## src/shared/fp_scan_consts.svh

```systemverilog
// Constants for the front-panel scan and DAC control block.
// Assumes a 100 MHz system clock and a periodic real-time tick pulse.
`ifndef FP_SCAN_CONSTS_SVH
`define FP_SCAN_CONSTS_SVH
`define DAC_W            12
`define POT_W            8
`define POT_SEL_W        3
`define POT_GROUPS       3
`define POT_IDX_W        5
`define NUM_ROWS         10
`define NUM_COLS         5
`define NUM_SW           50
`define SW_IDX_W         6
`define COL_SEL_W        3
`define CHAN_W           3
`define SCAN_TICKS       4'hA
`define POT_TICKS        4'h5
`define CLK_NS           10
`define COMP_SETTLE_NS   2000
`define COL_SETTLE_NS    1000
`define HOLD_CHARGE_NS   5000
`define COMP_SETTLE_CYC  ((`COMP_SETTLE_NS + `CLK_NS - 1) / `CLK_NS)
`define COL_SETTLE_CYC   ((`COL_SETTLE_NS + `CLK_NS - 1) / `CLK_NS)
`define HOLD_CHARGE_CYC  ((`HOLD_CHARGE_NS + `CLK_NS - 1) / `CLK_NS)
`define WAIT_W           10
`define DRIFT            8'h02
`define DAC_RST          12'h000
`define ROW_IDLE         10'h3FF
`define INH_IDLE         3'h7
`endif

```

## src/shared/fp_scan_pkg.sv

```systemverilog
// Types shared by the front-panel scan and DAC control block.
// Assumes the constants header sits beside it on the include path.
`include "fp_scan_consts.svh"
package fp_scan_pkg;
	typedef enum logic [3:0]
	{
		IDLE        = 4'h0,
		RF_SET      = 4'h1,
		RF_WAIT     = 4'h3,
		SAR_SET     = 4'h2,
		SAR_WAIT    = 4'h6,
		SAR_DECIDE  = 4'h7,
		CHK_HI_SET  = 4'h5,
		CHK_HI_WAIT = 4'h4,
		CHK_LO_SET  = 4'hC,
		CHK_LO_WAIT = 4'hD,
		SW_SET      = 4'hF,
		SW_WAIT     = 4'hE,
		SW_READ     = 4'hA
	} state_e;

	typedef struct packed
	{
		logic [`CHAN_W-1:0] chan;
		logic [`DAC_W-1:0]  code;
	} refresh_s;

	typedef struct packed
	{
		logic                 isSwitch;
		logic [5:0]           addr;
		logic [`POT_W-1:0]    data;
	} nv_s;
endpackage
```

## src/rtl/front_panel_scan_dac_control.sv

```systemverilog
// Front-panel pot digitiser, switch-matrix scanner and analog refresh sequencer.
// Assumes tick is a one-cycle pulse on clk; comparator and column lines are async pins.
`timescale 1ns/1ps
`include "fp_scan_consts.svh"
module front_panel_scan_dac_control
	import fp_scan_pkg::*;
#(
	parameter int NUM_POTS = 24
)
(
	input  wire logic                   clk,
	input  wire logic                   rst_n,
	input  wire logic                   tick,
	input  wire logic                   compIn,
	input  wire logic                   colSense_n,
	input  wire logic                   refreshReq,
	input  wire refresh_s               refreshIn,
	input  wire logic                   nvWrite,
	input  wire nv_s                    nvIn,
	input  wire logic [`POT_IDX_W-1:0]  potReadIdx,
	output logic      [7:0]             dacLow,
	output logic      [`DAC_W-9:0]      dacHigh,
	output logic                        dacLowLoad,
	output logic                        dacHighLoad,
	output logic      [`POT_SEL_W-1:0]  potSel,
	output logic      [`POT_GROUPS-1:0] potInhibit_n,
	output logic      [`CHAN_W-1:0]     holdChan,
	output logic                        holdEnable,
	output logic      [`NUM_ROWS-1:0]   rowDrive_n,
	output logic      [`COL_SEL_W-1:0]  colSel,
	output logic                        setupChange,
	output logic                        refreshDone,
	output logic      [`NUM_SW-1:0]     switchState,
	output logic      [`POT_W-1:0]      potReadVal,
	output logic                        checkMode
);

////////////////////////////////////////////////////////////////////////////////
	state_e                  state;
	logic [1:0]              compSync;
	logic [1:0]              colSync;
	logic                    compS;
	logic                    colS;
	logic [3:0]              scanTickCnt;
	logic [3:0]              potTickCnt;
	logic                    swPending;
	logic                    potPending;
	logic                    rfPending;
	refresh_s                rfLatched;
	logic [`WAIT_W-1:0]      waitCnt;
	logic [`POT_IDX_W-1:0]   potIdx;
	logic [2:0]              bitIdx;
	logic [`POT_W-1:0]       sarVal;
	logic [3:0]              row;
	logic [`COL_SEL_W-1:0]   col;
	logic [`SW_IDX_W-1:0]    swIdx;
	logic [`POT_W-1:0]       potMem [NUM_POTS];
	logic [NUM_POTS-1:0]     potKnown;
	logic [`DAC_W-9:0]       pendHigh;
	logic                    dacWr;
	logic [`DAC_W-1:0]       dacVal;
	logic [`POT_W-1:0]       trialBits;
	logic [`POT_W:0]         hiSum;
	logic [`POT_W:0]         loDiff;
	logic [`POT_W-1:0]       sarFinal;
	logic                    potStore;
	logic                    potChg;
	logic                    swChg;
	logic                    lastPot;

	// Two flops on each async pin before any logic reads it.
	always_ff @(posedge clk or negedge rst_n)
	begin
		if (!rst_n)
		begin
			compSync <= 2'h0;
			colSync <= 2'h3;
		end
		else
		begin
			compSync <= {compSync[0], compIn};
			colSync <= {colSync[0], colSense_n};
		end
	end
	assign compS = compSync[1];
	assign colS = colSync[1];

////////////////////////////////////////////////////////////////////////////////
	// tenth tick for the switch scan, fifth tick for the pots
	always_ff @(posedge clk or negedge rst_n)
	begin
		if (!rst_n)
		begin
			scanTickCnt <= 4'h0;
			potTickCnt <= 4'h0;
		end
		else if (tick)
		begin
			scanTickCnt <= (scanTickCnt == `SCAN_TICKS - 4'h1) ? 4'h0 : scanTickCnt + 4'h1;
			potTickCnt <= (potTickCnt == `POT_TICKS - 4'h1) ? 4'h0 : potTickCnt + 4'h1;
		end
	end

	// A request arriving as its job starts is kept: set wins over clear.
	always_ff @(posedge clk or negedge rst_n)
	begin
		if (!rst_n)
		begin
			swPending <= 1'b0;
			potPending <= 1'b0;
			rfPending <= 1'b0;
			rfLatched <= '0;
		end
		else
		begin
			swPending <= (tick && scanTickCnt == `SCAN_TICKS - 4'h1)
				|| (swPending && !(state == IDLE && !rfPending));
			potPending <= (tick && potTickCnt == `POT_TICKS - 4'h1)
				|| (potPending && !(state == IDLE && !rfPending && !swPending));
			rfPending <= refreshReq || (rfPending && state != IDLE);
			if (refreshReq)
				rfLatched <= refreshIn;
		end
	end

////////////////////////////////////////////////////////////////////////////////
	assign trialBits = sarVal | (8'h01 << bitIdx);
	assign hiSum = {1'b0, potMem[potIdx]} + {1'b0, `DRIFT};
	assign loDiff = {1'b0, potMem[potIdx]} - {1'b0, `DRIFT};
	assign sarFinal = compS ? trialBits : sarVal;
	assign potStore = state == SAR_DECIDE && bitIdx == 3'h0;
	assign lastPot = potIdx == `POT_IDX_W'(NUM_POTS - 1);

	always_comb
	begin
		dacWr = 1'b0;
		dacVal = `DAC_RST;
		unique case (state)
			RF_SET:
			begin
				dacWr = 1'b1;
				dacVal = rfLatched.code;
			end
			SAR_SET:
			begin
				dacWr = 1'b1;
				dacVal = {trialBits, 4'h0};
			end
			CHK_HI_SET:
			begin
				dacWr = 1'b1;
				dacVal = {(hiSum[`POT_W] ? 8'hFF : hiSum[`POT_W-1:0]), 4'h0};
			end
			CHK_LO_SET:
			begin
				dacWr = 1'b1;
				dacVal = {(loDiff[`POT_W] ? 8'h00 : loDiff[`POT_W-1:0]), 4'h0};
			end
			default:
			begin
				dacWr = 1'b0;
			end
		endcase
	end

	always_ff @(posedge clk or negedge rst_n)
	begin
		if (!rst_n)
		begin
			dacLow <= 8'h00;
			dacHigh <= 4'h0;
			dacLowLoad <= 1'b0;
			dacHighLoad <= 1'b0;
			pendHigh <= 4'h0;
		end
		else
		begin
			dacLowLoad <= dacWr;
			dacHighLoad <= dacLowLoad;
			if (dacWr)
			begin
				dacLow <= dacVal[7:0];
				pendHigh <= dacVal[`DAC_W-1:8];
			end
			if (dacLowLoad)
				dacHigh <= pendHigh;
		end
	end

////////////////////////////////////////////////////////////////////////////////
	always_ff @(posedge clk or negedge rst_n)
	begin
		if (!rst_n)
		begin
			state <= IDLE;
			waitCnt <= '0;
			potIdx <= '0;
			bitIdx <= 3'h7;
			sarVal <= 8'h00;
			row <= 4'h0;
			col <= '0;
			swIdx <= '0;
		end
		else
		begin
			if (waitCnt != '0)
				waitCnt <= waitCnt - `WAIT_W'(1);
			unique case (state)
				IDLE:
				begin
					potIdx <= '0;
					row <= 4'h0;
					col <= '0;
					swIdx <= '0;
					bitIdx <= 3'h7;
					sarVal <= 8'h00;
					if (rfPending)
						state <= RF_SET;
					else if (swPending)
						state <= SW_SET;
					else if (potPending)
						state <= checkMode ? CHK_HI_SET : SAR_SET;
				end
				RF_SET:
				begin
					waitCnt <= `WAIT_W'(`HOLD_CHARGE_CYC - 1);
					state <= RF_WAIT;
				end
				RF_WAIT:
				begin
					if (waitCnt == '0)
						state <= IDLE;
				end
				SAR_SET:
				begin
					waitCnt <= `WAIT_W'(`COMP_SETTLE_CYC - 1);
					state <= SAR_WAIT;
				end
				SAR_WAIT:
				begin
					if (waitCnt == '0)
						state <= SAR_DECIDE;
				end
				SAR_DECIDE:
				begin
					sarVal <= sarFinal;
					bitIdx <= bitIdx - 3'h1;
					state <= SAR_SET;
					if (bitIdx == 3'h0)
					begin
						sarVal <= 8'h00;
						potIdx <= potIdx + `POT_IDX_W'(1);
						state <= lastPot ? IDLE : (checkMode ? CHK_HI_SET : SAR_SET);
						if (lastPot)
							potIdx <= '0;
					end
				end
				CHK_HI_SET:
				begin
					waitCnt <= `WAIT_W'(`COMP_SETTLE_CYC - 1);
					state <= CHK_HI_WAIT;
				end
				CHK_HI_WAIT:
				begin
					if (waitCnt == '0)
						state <= (!compS || hiSum[`POT_W]) ? CHK_LO_SET : SAR_SET;
				end
				CHK_LO_SET:
				begin
					waitCnt <= `WAIT_W'(`COMP_SETTLE_CYC - 1);
					state <= CHK_LO_WAIT;
				end
				CHK_LO_WAIT:
				begin
					if (waitCnt == '0)
					begin
						if (compS || loDiff[`POT_W])
						begin
							potIdx <= lastPot ? '0 : potIdx + `POT_IDX_W'(1);
							state <= lastPot ? IDLE : CHK_HI_SET;
						end
						else
							state <= SAR_SET;
					end
				end
				SW_SET:
				begin
					waitCnt <= `WAIT_W'(`COL_SETTLE_CYC - 1);
					state <= SW_WAIT;
				end
				SW_WAIT:
				begin
					if (waitCnt == '0)
						state <= SW_READ;
				end
				SW_READ:
				begin
					swIdx <= swIdx + `SW_IDX_W'(1);
					col <= col + `COL_SEL_W'(1);
					state <= SW_SET;
					if (col == `COL_SEL_W'(`NUM_COLS - 1))
					begin
						col <= '0;
						row <= row + 4'h1;
						if (row == 4'(`NUM_ROWS - 1))
							state <= IDLE;
					end
				end
				default:
				begin
					state <= IDLE;
				end
			endcase
		end
	end

////////////////////////////////////////////////////////////////////////////////
	assign potChg = potStore && (!potKnown[potIdx] || sarFinal != potMem[potIdx]);
	assign swChg = state == SW_READ && !colS != switchState[swIdx];

	always_ff @(posedge clk or negedge rst_n)
	begin
		if (!rst_n)
		begin
			potKnown <= '0;
			for (int i = 0; i < NUM_POTS; i++)
				potMem[i] <= 8'h00;
		end
		else if (potStore)
		begin
			potMem[potIdx] <= sarFinal;
			potKnown[potIdx] <= 1'b1;
		end
		else if (nvWrite && !nvIn.isSwitch && nvIn.addr < 6'(NUM_POTS))
		begin
			potMem[nvIn.addr[`POT_IDX_W-1:0]] <= nvIn.data;
			potKnown[nvIn.addr[`POT_IDX_W-1:0]] <= 1'b1;
		end
	end

	always_ff @(posedge clk or negedge rst_n)
	begin
		if (!rst_n)
			switchState <= '0;
		else if (swChg)
			switchState[swIdx] <= !colS;
		else if (nvWrite && nvIn.isSwitch && nvIn.addr < 6'(`NUM_SW))
			switchState[nvIn.addr] <= nvIn.data[0];
	end

////////////////////////////////////////////////////////////////////////////////
	always_ff @(posedge clk or negedge rst_n)
	begin
		if (!rst_n)
		begin
			potSel <= '0;
			potInhibit_n <= `INH_IDLE;
			holdChan <= '0;
			holdEnable <= 1'b0;
			rowDrive_n <= `ROW_IDLE;
			colSel <= '0;
			setupChange <= 1'b0;
			refreshDone <= 1'b0;
			potReadVal <= 8'h00;
			checkMode <= 1'b0;
		end
		else
		begin
			if (state == SAR_SET || state == CHK_HI_SET)
				potSel <= potIdx[`POT_SEL_W-1:0];
			potInhibit_n <= (state == IDLE || state inside {RF_SET, RF_WAIT, SW_SET, SW_WAIT,
				SW_READ}) ? `INH_IDLE : ~(3'h1 << potIdx[`POT_IDX_W-1:`POT_SEL_W]);
			if (state == RF_SET)
				holdChan <= rfLatched.chan;
			holdEnable <= state == RF_WAIT && waitCnt != '0;
			refreshDone <= state == RF_WAIT && waitCnt == '0;
			rowDrive_n <= (state inside {SW_SET, SW_WAIT, SW_READ})
				? ~(10'h001 << row) : `ROW_IDLE;
			colSel <= col;
			setupChange <= swChg || potChg;
			potReadVal <= potMem[potReadIdx];
			checkMode <= &potKnown;
		end
	end

////////////////////////////////////////////////////////////////////////////////
	// single group
	a_inhibit_onehot: assert property (@(posedge clk) disable iff (!rst_n)
		$countones(~potInhibit_n) <= 1)
		else $error("More than one pot selector group enabled.");
	a_byte_order: assert property (@(posedge clk) disable iff (!rst_n)
		dacLowLoad |=> dacHighLoad && dacHigh == $past(pendHigh))
		else $error("High byte load did not follow low byte load.");
	a_dac_low: assert property (@(posedge clk) disable iff (!rst_n)
		$past(dacWr) |-> dacLow == $past(dacVal[7:0]))
		else $error("DAC low byte does not match the written code.");
	a_row_single: assert property (@(posedge clk) disable iff (!rst_n)
		$countones(~rowDrive_n) <= 1)
		else $error("More than one switch row driven low.");
	a_col_range: assert property (@(posedge clk) disable iff (!rst_n)
		colSel < 3'h5)
		else $error("Column select out of range.");
	a_potsel_hold: assert property (@(posedge clk) disable iff (!rst_n)
		$changed(potSel) |-> $past(state) inside {SAR_SET, CHK_HI_SET})
		else $error("Pot select changed without a new selection.");
	a_hold_release: assert property (@(posedge clk) disable iff (!rst_n)
		refreshDone |-> $past(holdEnable) ##1 !holdEnable)
		else $error("Hold multiplexer not released after refresh.");
	a_switch_flag: assert property (@(posedge clk) disable iff (!rst_n)
		$changed(switchState) && !$past(nvWrite) |-> setupChange)
		else $error("Switch change stored without setup change flag.");
	a_scan_ticks: assert property (@(posedge clk) disable iff (!rst_n)
		$rose(swPending) |-> $past(tick) && $past(scanTickCnt) == 4'h9)
		else $error("Switch scan started off the tenth tick.");
	a_settle_first: assert property (@(posedge clk) disable iff (!rst_n)
		state == SAR_DECIDE |-> $past(state) == SAR_WAIT && $past(waitCnt) == '0)
		else $error("Search decided before the comparator settled.");
endmodule

```

## config.mk

```make
export PLATFORM = sky130hd
export DESIGN_NAME = front_panel_scan_dac_control
export DESIGN_NICKNAME = d
export VERILOG_FILES = /design/src/shared/fp_scan_pkg.sv /design/src/rtl/front_panel_scan_dac_control.sv
export VERILOG_INCLUDE_DIRS = /design/src /design/src/shared
export SDC_FILE = /design/constraint.sdc
export NUM_CORES = 1
export LEC_CHECK = 0
export ABC_AREA = 0
export BUFFER_PORTS_ARGS = -buffer_cell sky130_fd_sc_hd__buf_2
export CORE_ASPECT_RATIO = 1.2
export CORE_MARGIN = 3
export CORE_UTILIZATION = 45
export DETAILED_ROUTE_END_ITERATION = 12
export SLEW_MARGIN = 0
export SYNTH_ARGS = -nofsm -noshare
export SYNTH_HDL_FRONTEND = slang
export SYNTH_SLANG_ARGS = --single-unit
```

## constraint.sdc

```tcl
create_clock -name clk -period 3.9 [get_ports clk]
set_input_delay 0.39 -clock clk [delete_from_list [all_inputs] [get_ports clk]]
set_output_delay 0.39 -clock clk [all_outputs]
set_load 0.005 [all_outputs]
```

; ---- Word-level counts from Yosys, hierarchy flattened
; Cells that the tools add are included.
[word_totals]
reg_bits = 391
in_bits = 42
[classes]
eq_ne = 28
n_shift = 3
muxes = 73
n_bitwise = 8
add_sub_neg = 10
n_reduce_logical = 58
magnitude_cmp = 15
[op_table]
columns = op, n
row1 = 192-bit bitwise mux, 2
row2 = 192-bit 2-to-1 mux, 2
row3 = 50-bit bitwise mux, 2
row4 = 50-bit 2-to-1 mux, 2
row5 = 8-bit binary-select mux with 5-bit select, 2
row6 = 8-bit demux with 5-bit select, 2
row7 = 8-bit 2-to-1 mux, 10
row8 = 4-bit 2-to-1 mux, 14
row9 = 4-bit one-hot mux with 13 select lines, 1
row10 = 24-bit 2-to-1 mux, 2
row11 = 24-bit OR, 2
row12 = 12-bit one-hot mux with 4 select lines, 1
row13 = 10-bit one-hot mux with 3 select lines, 1
row14 = "4-bit == test, second input constant", 7
row15 = 24-bit AND reduction, 1
row16 = 1-bit logical AND, 22
row17 = 3-bit 2-to-1 mux, 7
row18 = "4-bit by 3-bit == test with 1-bit output, second input constant", 5
row19 = 10-bit 2-to-1 mux, 2
row20 = 5-bit 2-to-1 mux, 4
row21 = "6-bit >= comparator, second input constant", 3
row22 = 5-bit NOT with 6-bit output, 3
row23 = 8-bit one-hot mux with 2 select lines, 1
row24 = 5-bit one-hot mux with 3 select lines, 1
row25 = other kinds (53), 96

; ---- Longest topological paths before layout
[logic_depth]
ltp_word = 9
mapped_depth = 14

; ---- Worst setup path after synthesis
; OpenSTA, ideal clock, no wires.
[synth_path]
path_kind = reg2reg
start = register swIdx[0]
end = register switchState[10]
setup_slack_ps = 728
required_time_ps = 3772
stages_incl_launch_ff = 11
setup_time_ps = 128
period_less_slack_ps = 3172
t_arrival_ps = 3044
cell_sequence = dfrtp_1 > mux4_2 > nor2b_1 > o21a_1 > a2111o_1 > nor4_4 > o21bai_1 > buf_6 > buf_8 > mux2i_1 > mux2_1
[synth_between]
elab_chain_cells = 6
elab_cells_between_ends = 12
classes_between = order compare (2) / eq/ne (1) / mux (6) / reduce/logical (3)
[synth_rtl]
columns = item, line
row1 = "start, declared", front_panel_scan_dac_control.sv:56  ; logic [`SW_IDX_W-1:0] swIdx;
row2 = "start signal, assigned", front_panel_scan_dac_control.sv:298  ; swIdx <= swIdx + `SW_IDX_W'(1);
row3 = 6-bit by 7-bit < comparator with 1-bit output (implied by the code) or 6-bit by 1-bit >= comparator with 1-bit output (tied branches), front_panel_scan_dac_control.sv:346  ; switchState[swIdx] <= !colS;
row4 = 1-bit logical AND (implied by the code), front_panel_scan_dac_control.sv:346
row5 = 1-bit 2-to-1 mux (implied by the code), front_panel_scan_dac_control.sv:346
row6 = 1-bit demux with 6-bit select, front_panel_scan_dac_control.sv:346
row7 = 50-bit bitwise mux, front_panel_scan_dac_control.sv:346
row8 = 50-bit 2-to-1 mux, front_panel_scan_dac_control.sv:345  ; else if (swChg)
row9 = "end signal, assigned by index", front_panel_scan_dac_control.sv:346
row10 = "end signal, assigned by index", front_panel_scan_dac_control.sv:348  ; switchState[nvIn.addr] <= nvIn.data[0];
row11 = "end, declared", front_panel_scan_dac_control.sv:33  ; output logic [`NUM_SW-1:0] switchState,
; Several ways; a longest one is shown, not always the timed one. The select of a mux whose other input is x is not followed.
; A chain may end at the register's enable or synchronous reset.

; ---- Worst setup path after layout
[layout_path]
start = register potIdx[0]
end = register potIdx[0]
[layout_between]
elab_chain_cells = 8
elab_cells_between_ends = 15
classes_between = add/sub (2) / eq/ne (2) / mux (8) / bitwise (1) / reduce/logical (2)
[layout_rtl]
columns = item, line
row1 = "start, declared", front_panel_scan_dac_control.sv:51  ; logic [`POT_IDX_W-1:0] potIdx;
row2 = "start signal, assigned", front_panel_scan_dac_control.sv:252  ; potIdx <= potIdx + `POT_IDX_W'(1);
row3 = "start signal, assigned", front_panel_scan_dac_control.sv:279  ; potIdx <= lastPot ? '0 : potIdx + `POT_IDX_W'(1);
row4 = 5-bit NOT with 6-bit output (implied by the code), front_panel_scan_dac_control.sv:129  ; assign loDiff = {1'b0, potMem[potIdx]} - {1'b0, `DRIFT};
row5 = 8-bit binary-select mux with 5-bit select, front_panel_scan_dac_control.sv:129
row6 = 8-bit 2-to-1 mux (implied by the code) (2 in series), front_panel_scan_dac_control.sv:129
row7 = 8-bit by 2-bit subtractor with 9-bit output, front_panel_scan_dac_control.sv:129
row8 = 1-bit logical OR, front_panel_scan_dac_control.sv:277  ; if (compS || loDiff[`POT_W])
row9 = 2-bit inequality test (no source line), n/a
row10 = 4-bit AND reduction (no source line), n/a
; Several ways; a longest one is shown, not always the timed one. The select of a mux whose other input is x is not followed.

==> flow_summary_export.csv <==
group,metric,value,unit
die,die_w,212,um
sta,rsz0062_at_grt,"false",
routing,drt_wl_total,84000,um
power,ir_drop,0.315,mV
final_layout,syn_to_final_growth,14.1,%
sta,hold_viol_final,0,
placed_design,place_congestion,0.980,
final_layout,layout-drive-gt1-share,20.5,%
clock_network,path_clk_slew,0.06,ns
clock_network,cts_max_level,2,
sta,finalCriticalPeriod,3.61,ns
power,pwr_density_cell,477,mW/mm^2
yosys,synthCells,2200,
routing,drt-met1-wl,33100,um
sta,max_slew_margin,14.8,%
yosys,synth_ff_type,"dfrtp_1",
die,ioPinCount,140,
final_layout,layout.nets,2394,
sta,maxSlewViolCount,0,
clock_network,cts_setup_buffers,0,
routing,drcViolationCount,0,
routing,dr_wl_met2,39200,um
yosys,syn_area_per_cell,10.4,um^2
sta,setup_viol_count_final,0,
routing,ant_nets,0,
flow_run,drv_cap,0,
die,die_area,0.0538,mm^2
yosys,yosys_warnings,0,
die,core_area,0.0503,mm^2
sta,period_share,92.5,%
placed_design,dpl.hpwl,57500,um
global_routing,grt_max_degree,114,
global_routing,antenna_found_initial,1,
final_layout,final_util,52.1,%
routing,firstDrtPassIters,8,
worst_setup_path,setup.worst_path.start_class,"register",
worst_setup_path,end_kind,"register",
yosys,synth.net_count,2265,
worst_setup_path,slowest_stage,"dfrtp_4",
yosys,synthArstFlopShare,100,%
worst_setup_path,cp_top_family,"simple AND/OR/NAND/NOR gates",
clock_network,clk_latency,0.59,ns
clock_network,cts_made_buffers,44,
global_routing,grt_first_pass_wirelength,128000,um
routing,via_count,20400,
die,start_util,45.6,%
worst_setup_path,worstPathRequired,4.36,ns
clock_network,clock-sinks,391,
worst_setup_path,crit_fanout,37,
worst_setup_path,path_cells,"buf_12 > buf_12 > mux2i_1 > o22ai_1 > nor4_1 > nand2_1 > nor4_4 > a2111oi_4 > nor3_1 > mux2_2",
placed_design,port_buffers,139,
yosys,synth_area_leader_cell,"dfrtp_1",
die,fp.dieH,254,um
clock_network,hold_buffers,3,
power,leakagePower,10.5,nW
sta,max_freq,277,MHz
yosys,syn_area,0.0230,mm^2
routing,avgViaCountPerCell,6.78,
clock_network,cts_root_buffer,"clkbuf_16",
worst_hold_path,hp-class,"input pin to register",
worst_setup_path,critical_path_arrival,4.07,ns
clock_network,cts_resized,0,
run_status,status,"completed",
sta,setup_ws,0.294,ns
routing,wl_per_cell,27.9,um
yosys,synth-seq-area-share,42.7,%
final_layout,fill_cells,4523,
yosys,ys_types,80,
sta,finClkSkew,0.0214,ns
worst_setup_path,cp_common_cell,"buf_12",
yosys,ys_ff_latch,391,
worst_setup_path,crit_buf_inv,2,
worst_setup_path,crit_path_max_incr_delay,0.57,ns
yosys,synth_most_common_cell,"dfrtp_1",
yosys,synthTopCellsByCount,"dfrtp_1, nand2_1, a22oi_1",
yosys,synth.area.top_cells,"dfrtp_1, mux4_2, a22oi_1",
global_routing,grt-ovfl-total,0,
global_routing,grt_pass1_vias,20000,
global_routing,track_usage,31.1,%
worst_setup_path,worstSetupPathType,"register to register",
clock_network,cts_tree,"yes",
sta,final.setup.tns,0,ns
yosys,synth_edf_count,0,
routing,dr_wl_met3,7950,um
routing,top_layer,"met4",
routing,first_iter_violations,2488,
clock_network,max-clock-path-buffers,3,
placed_design,dpl_worst_slack,0.312,ns
sta,worstMarginPinSlew,1.27,ns
die,fp-row-count,90,
yosys,yosys.area.top_type_share,40.6,%
report_power, final:
| part | internal, W | switching [W] |
|---|---|---|
| sequential | 0.00454 | 0.000467 |
| clock | 0.00253 | 0.00178 |
| combinational | 0.00129 | 0.00189 |
metrics by stage:
stage / cells / total power (W) / hold slack (ns) / area [um^2]
after CTS: 3004 / 0.0125 / 0.00243 / 26200
after global routing: 3005 / 0.0131 / 0.0180 / 26200
final: 3006 / 0.0125 / 0.0276 / 26200
after detailed placement: 2924 / 0.00821 / 0.342 / 24700
after global placement: 2924 / 0.00814 / 0.334 / 24700
after floorplan: 2200 / 0.00708 / 0.0944 / 23000
placed cells by master (no fill, tap or decap), types with 17 or more instances in the layout:
master and count:
dfrtp_1 372, nand2_1 243, a22oi_1 202, nor2_1 145, buf_2 137, o2bb2ai_1 129
mux2i_1 123, o21ai_0 105, buf_4 99, mux4_2 84, o32ai_1 49, clkbuf_16 45
mux2_2 41, o22ai_1 39, mux2_1 39, nand2b_1 38, inv_1 33, a21oi_1 33
nand3_1 32, nor3_1 26, o21ai_1 24, ha_1 23, nor2b_1 22, dfstp_2 18
a22o_1 17
registers in the layout, indices dropped and copies added (netlist names), 4 cells and up:
register     flops
potMem         192
switchState     50
potKnown        24
rfLatched       15
rowDrive_n      10
waitCnt         10
dacLow           8
potReadVal       8
sarVal           8
swIdx            6
potIdx           5
dacHigh          4
pendHigh         4
potTickCnt       4
row              4
scanTickCnt      4
state            4
logic make-up (layout without fill, tap and decap cells):
family                   Yosys count  in the layout  synth area share, %
XOR/XNOR                          26             26                0.991
other                              0              2                    0
multiplexers                     287            287                 17.5
AO/OA/AOI/OAI                    680            680                 21.7
adder cells (fa/ha/maj)           23             23                 1.25
buffers and inverters            202            362                 3.84
flip-flops                       391            391                 42.7
AND/OR/NAND/NOR                  591            591                 12.0
layer usage:
layer / up-vias / track usage [%]
li1: 8682 / -
met1: 10300 / 42.2
met2: 1195 / 49.3
met3: 216 / 5.83
met4: 0 / 12.8
met5: - / 0
worst paths after layout:
check	from	endpoint	slack (ns)	cells past startpoint
max	potIdx[0]$_DFFE_PN0P_	potIdx[0]$_DFFE_PN0P_	0.29	10
min	refreshIn[9]	rfLatched[9]$_DFFE_PN0P_	0.03	2
max reg2reg	potIdx[0]$_DFFE_PN0P_	potIdx[0]$_DFFE_PN0P_	0.29	10
min reg2reg	compSync[0]$_DFF_PN0_	compSync[1]$_DFF_PN0_	0.35	0
max in group asynchronous	rst_n	potMem[13]$_DFFE_PN0P_	2.28	3
min in group asynchronous	rst_n	potTickCnt[0]$_DFFE_PN0P_	0.47	2
final cells by class:
type                    instances  area, um^2  share of cell area (%)
diodes                          2        5.00                  0.0191
repair buffers                251        1690                    6.46
inverters                      34         128                   0.487
multi-input cells            1607       12300                    47.0
clock inverters                18         235                   0.897
clock buffers                  59        1220                    4.65
well taps                     644         806                    3.07
flip-flops and latches        391        9810                    37.4
Power figures use the tool's default switching activity.
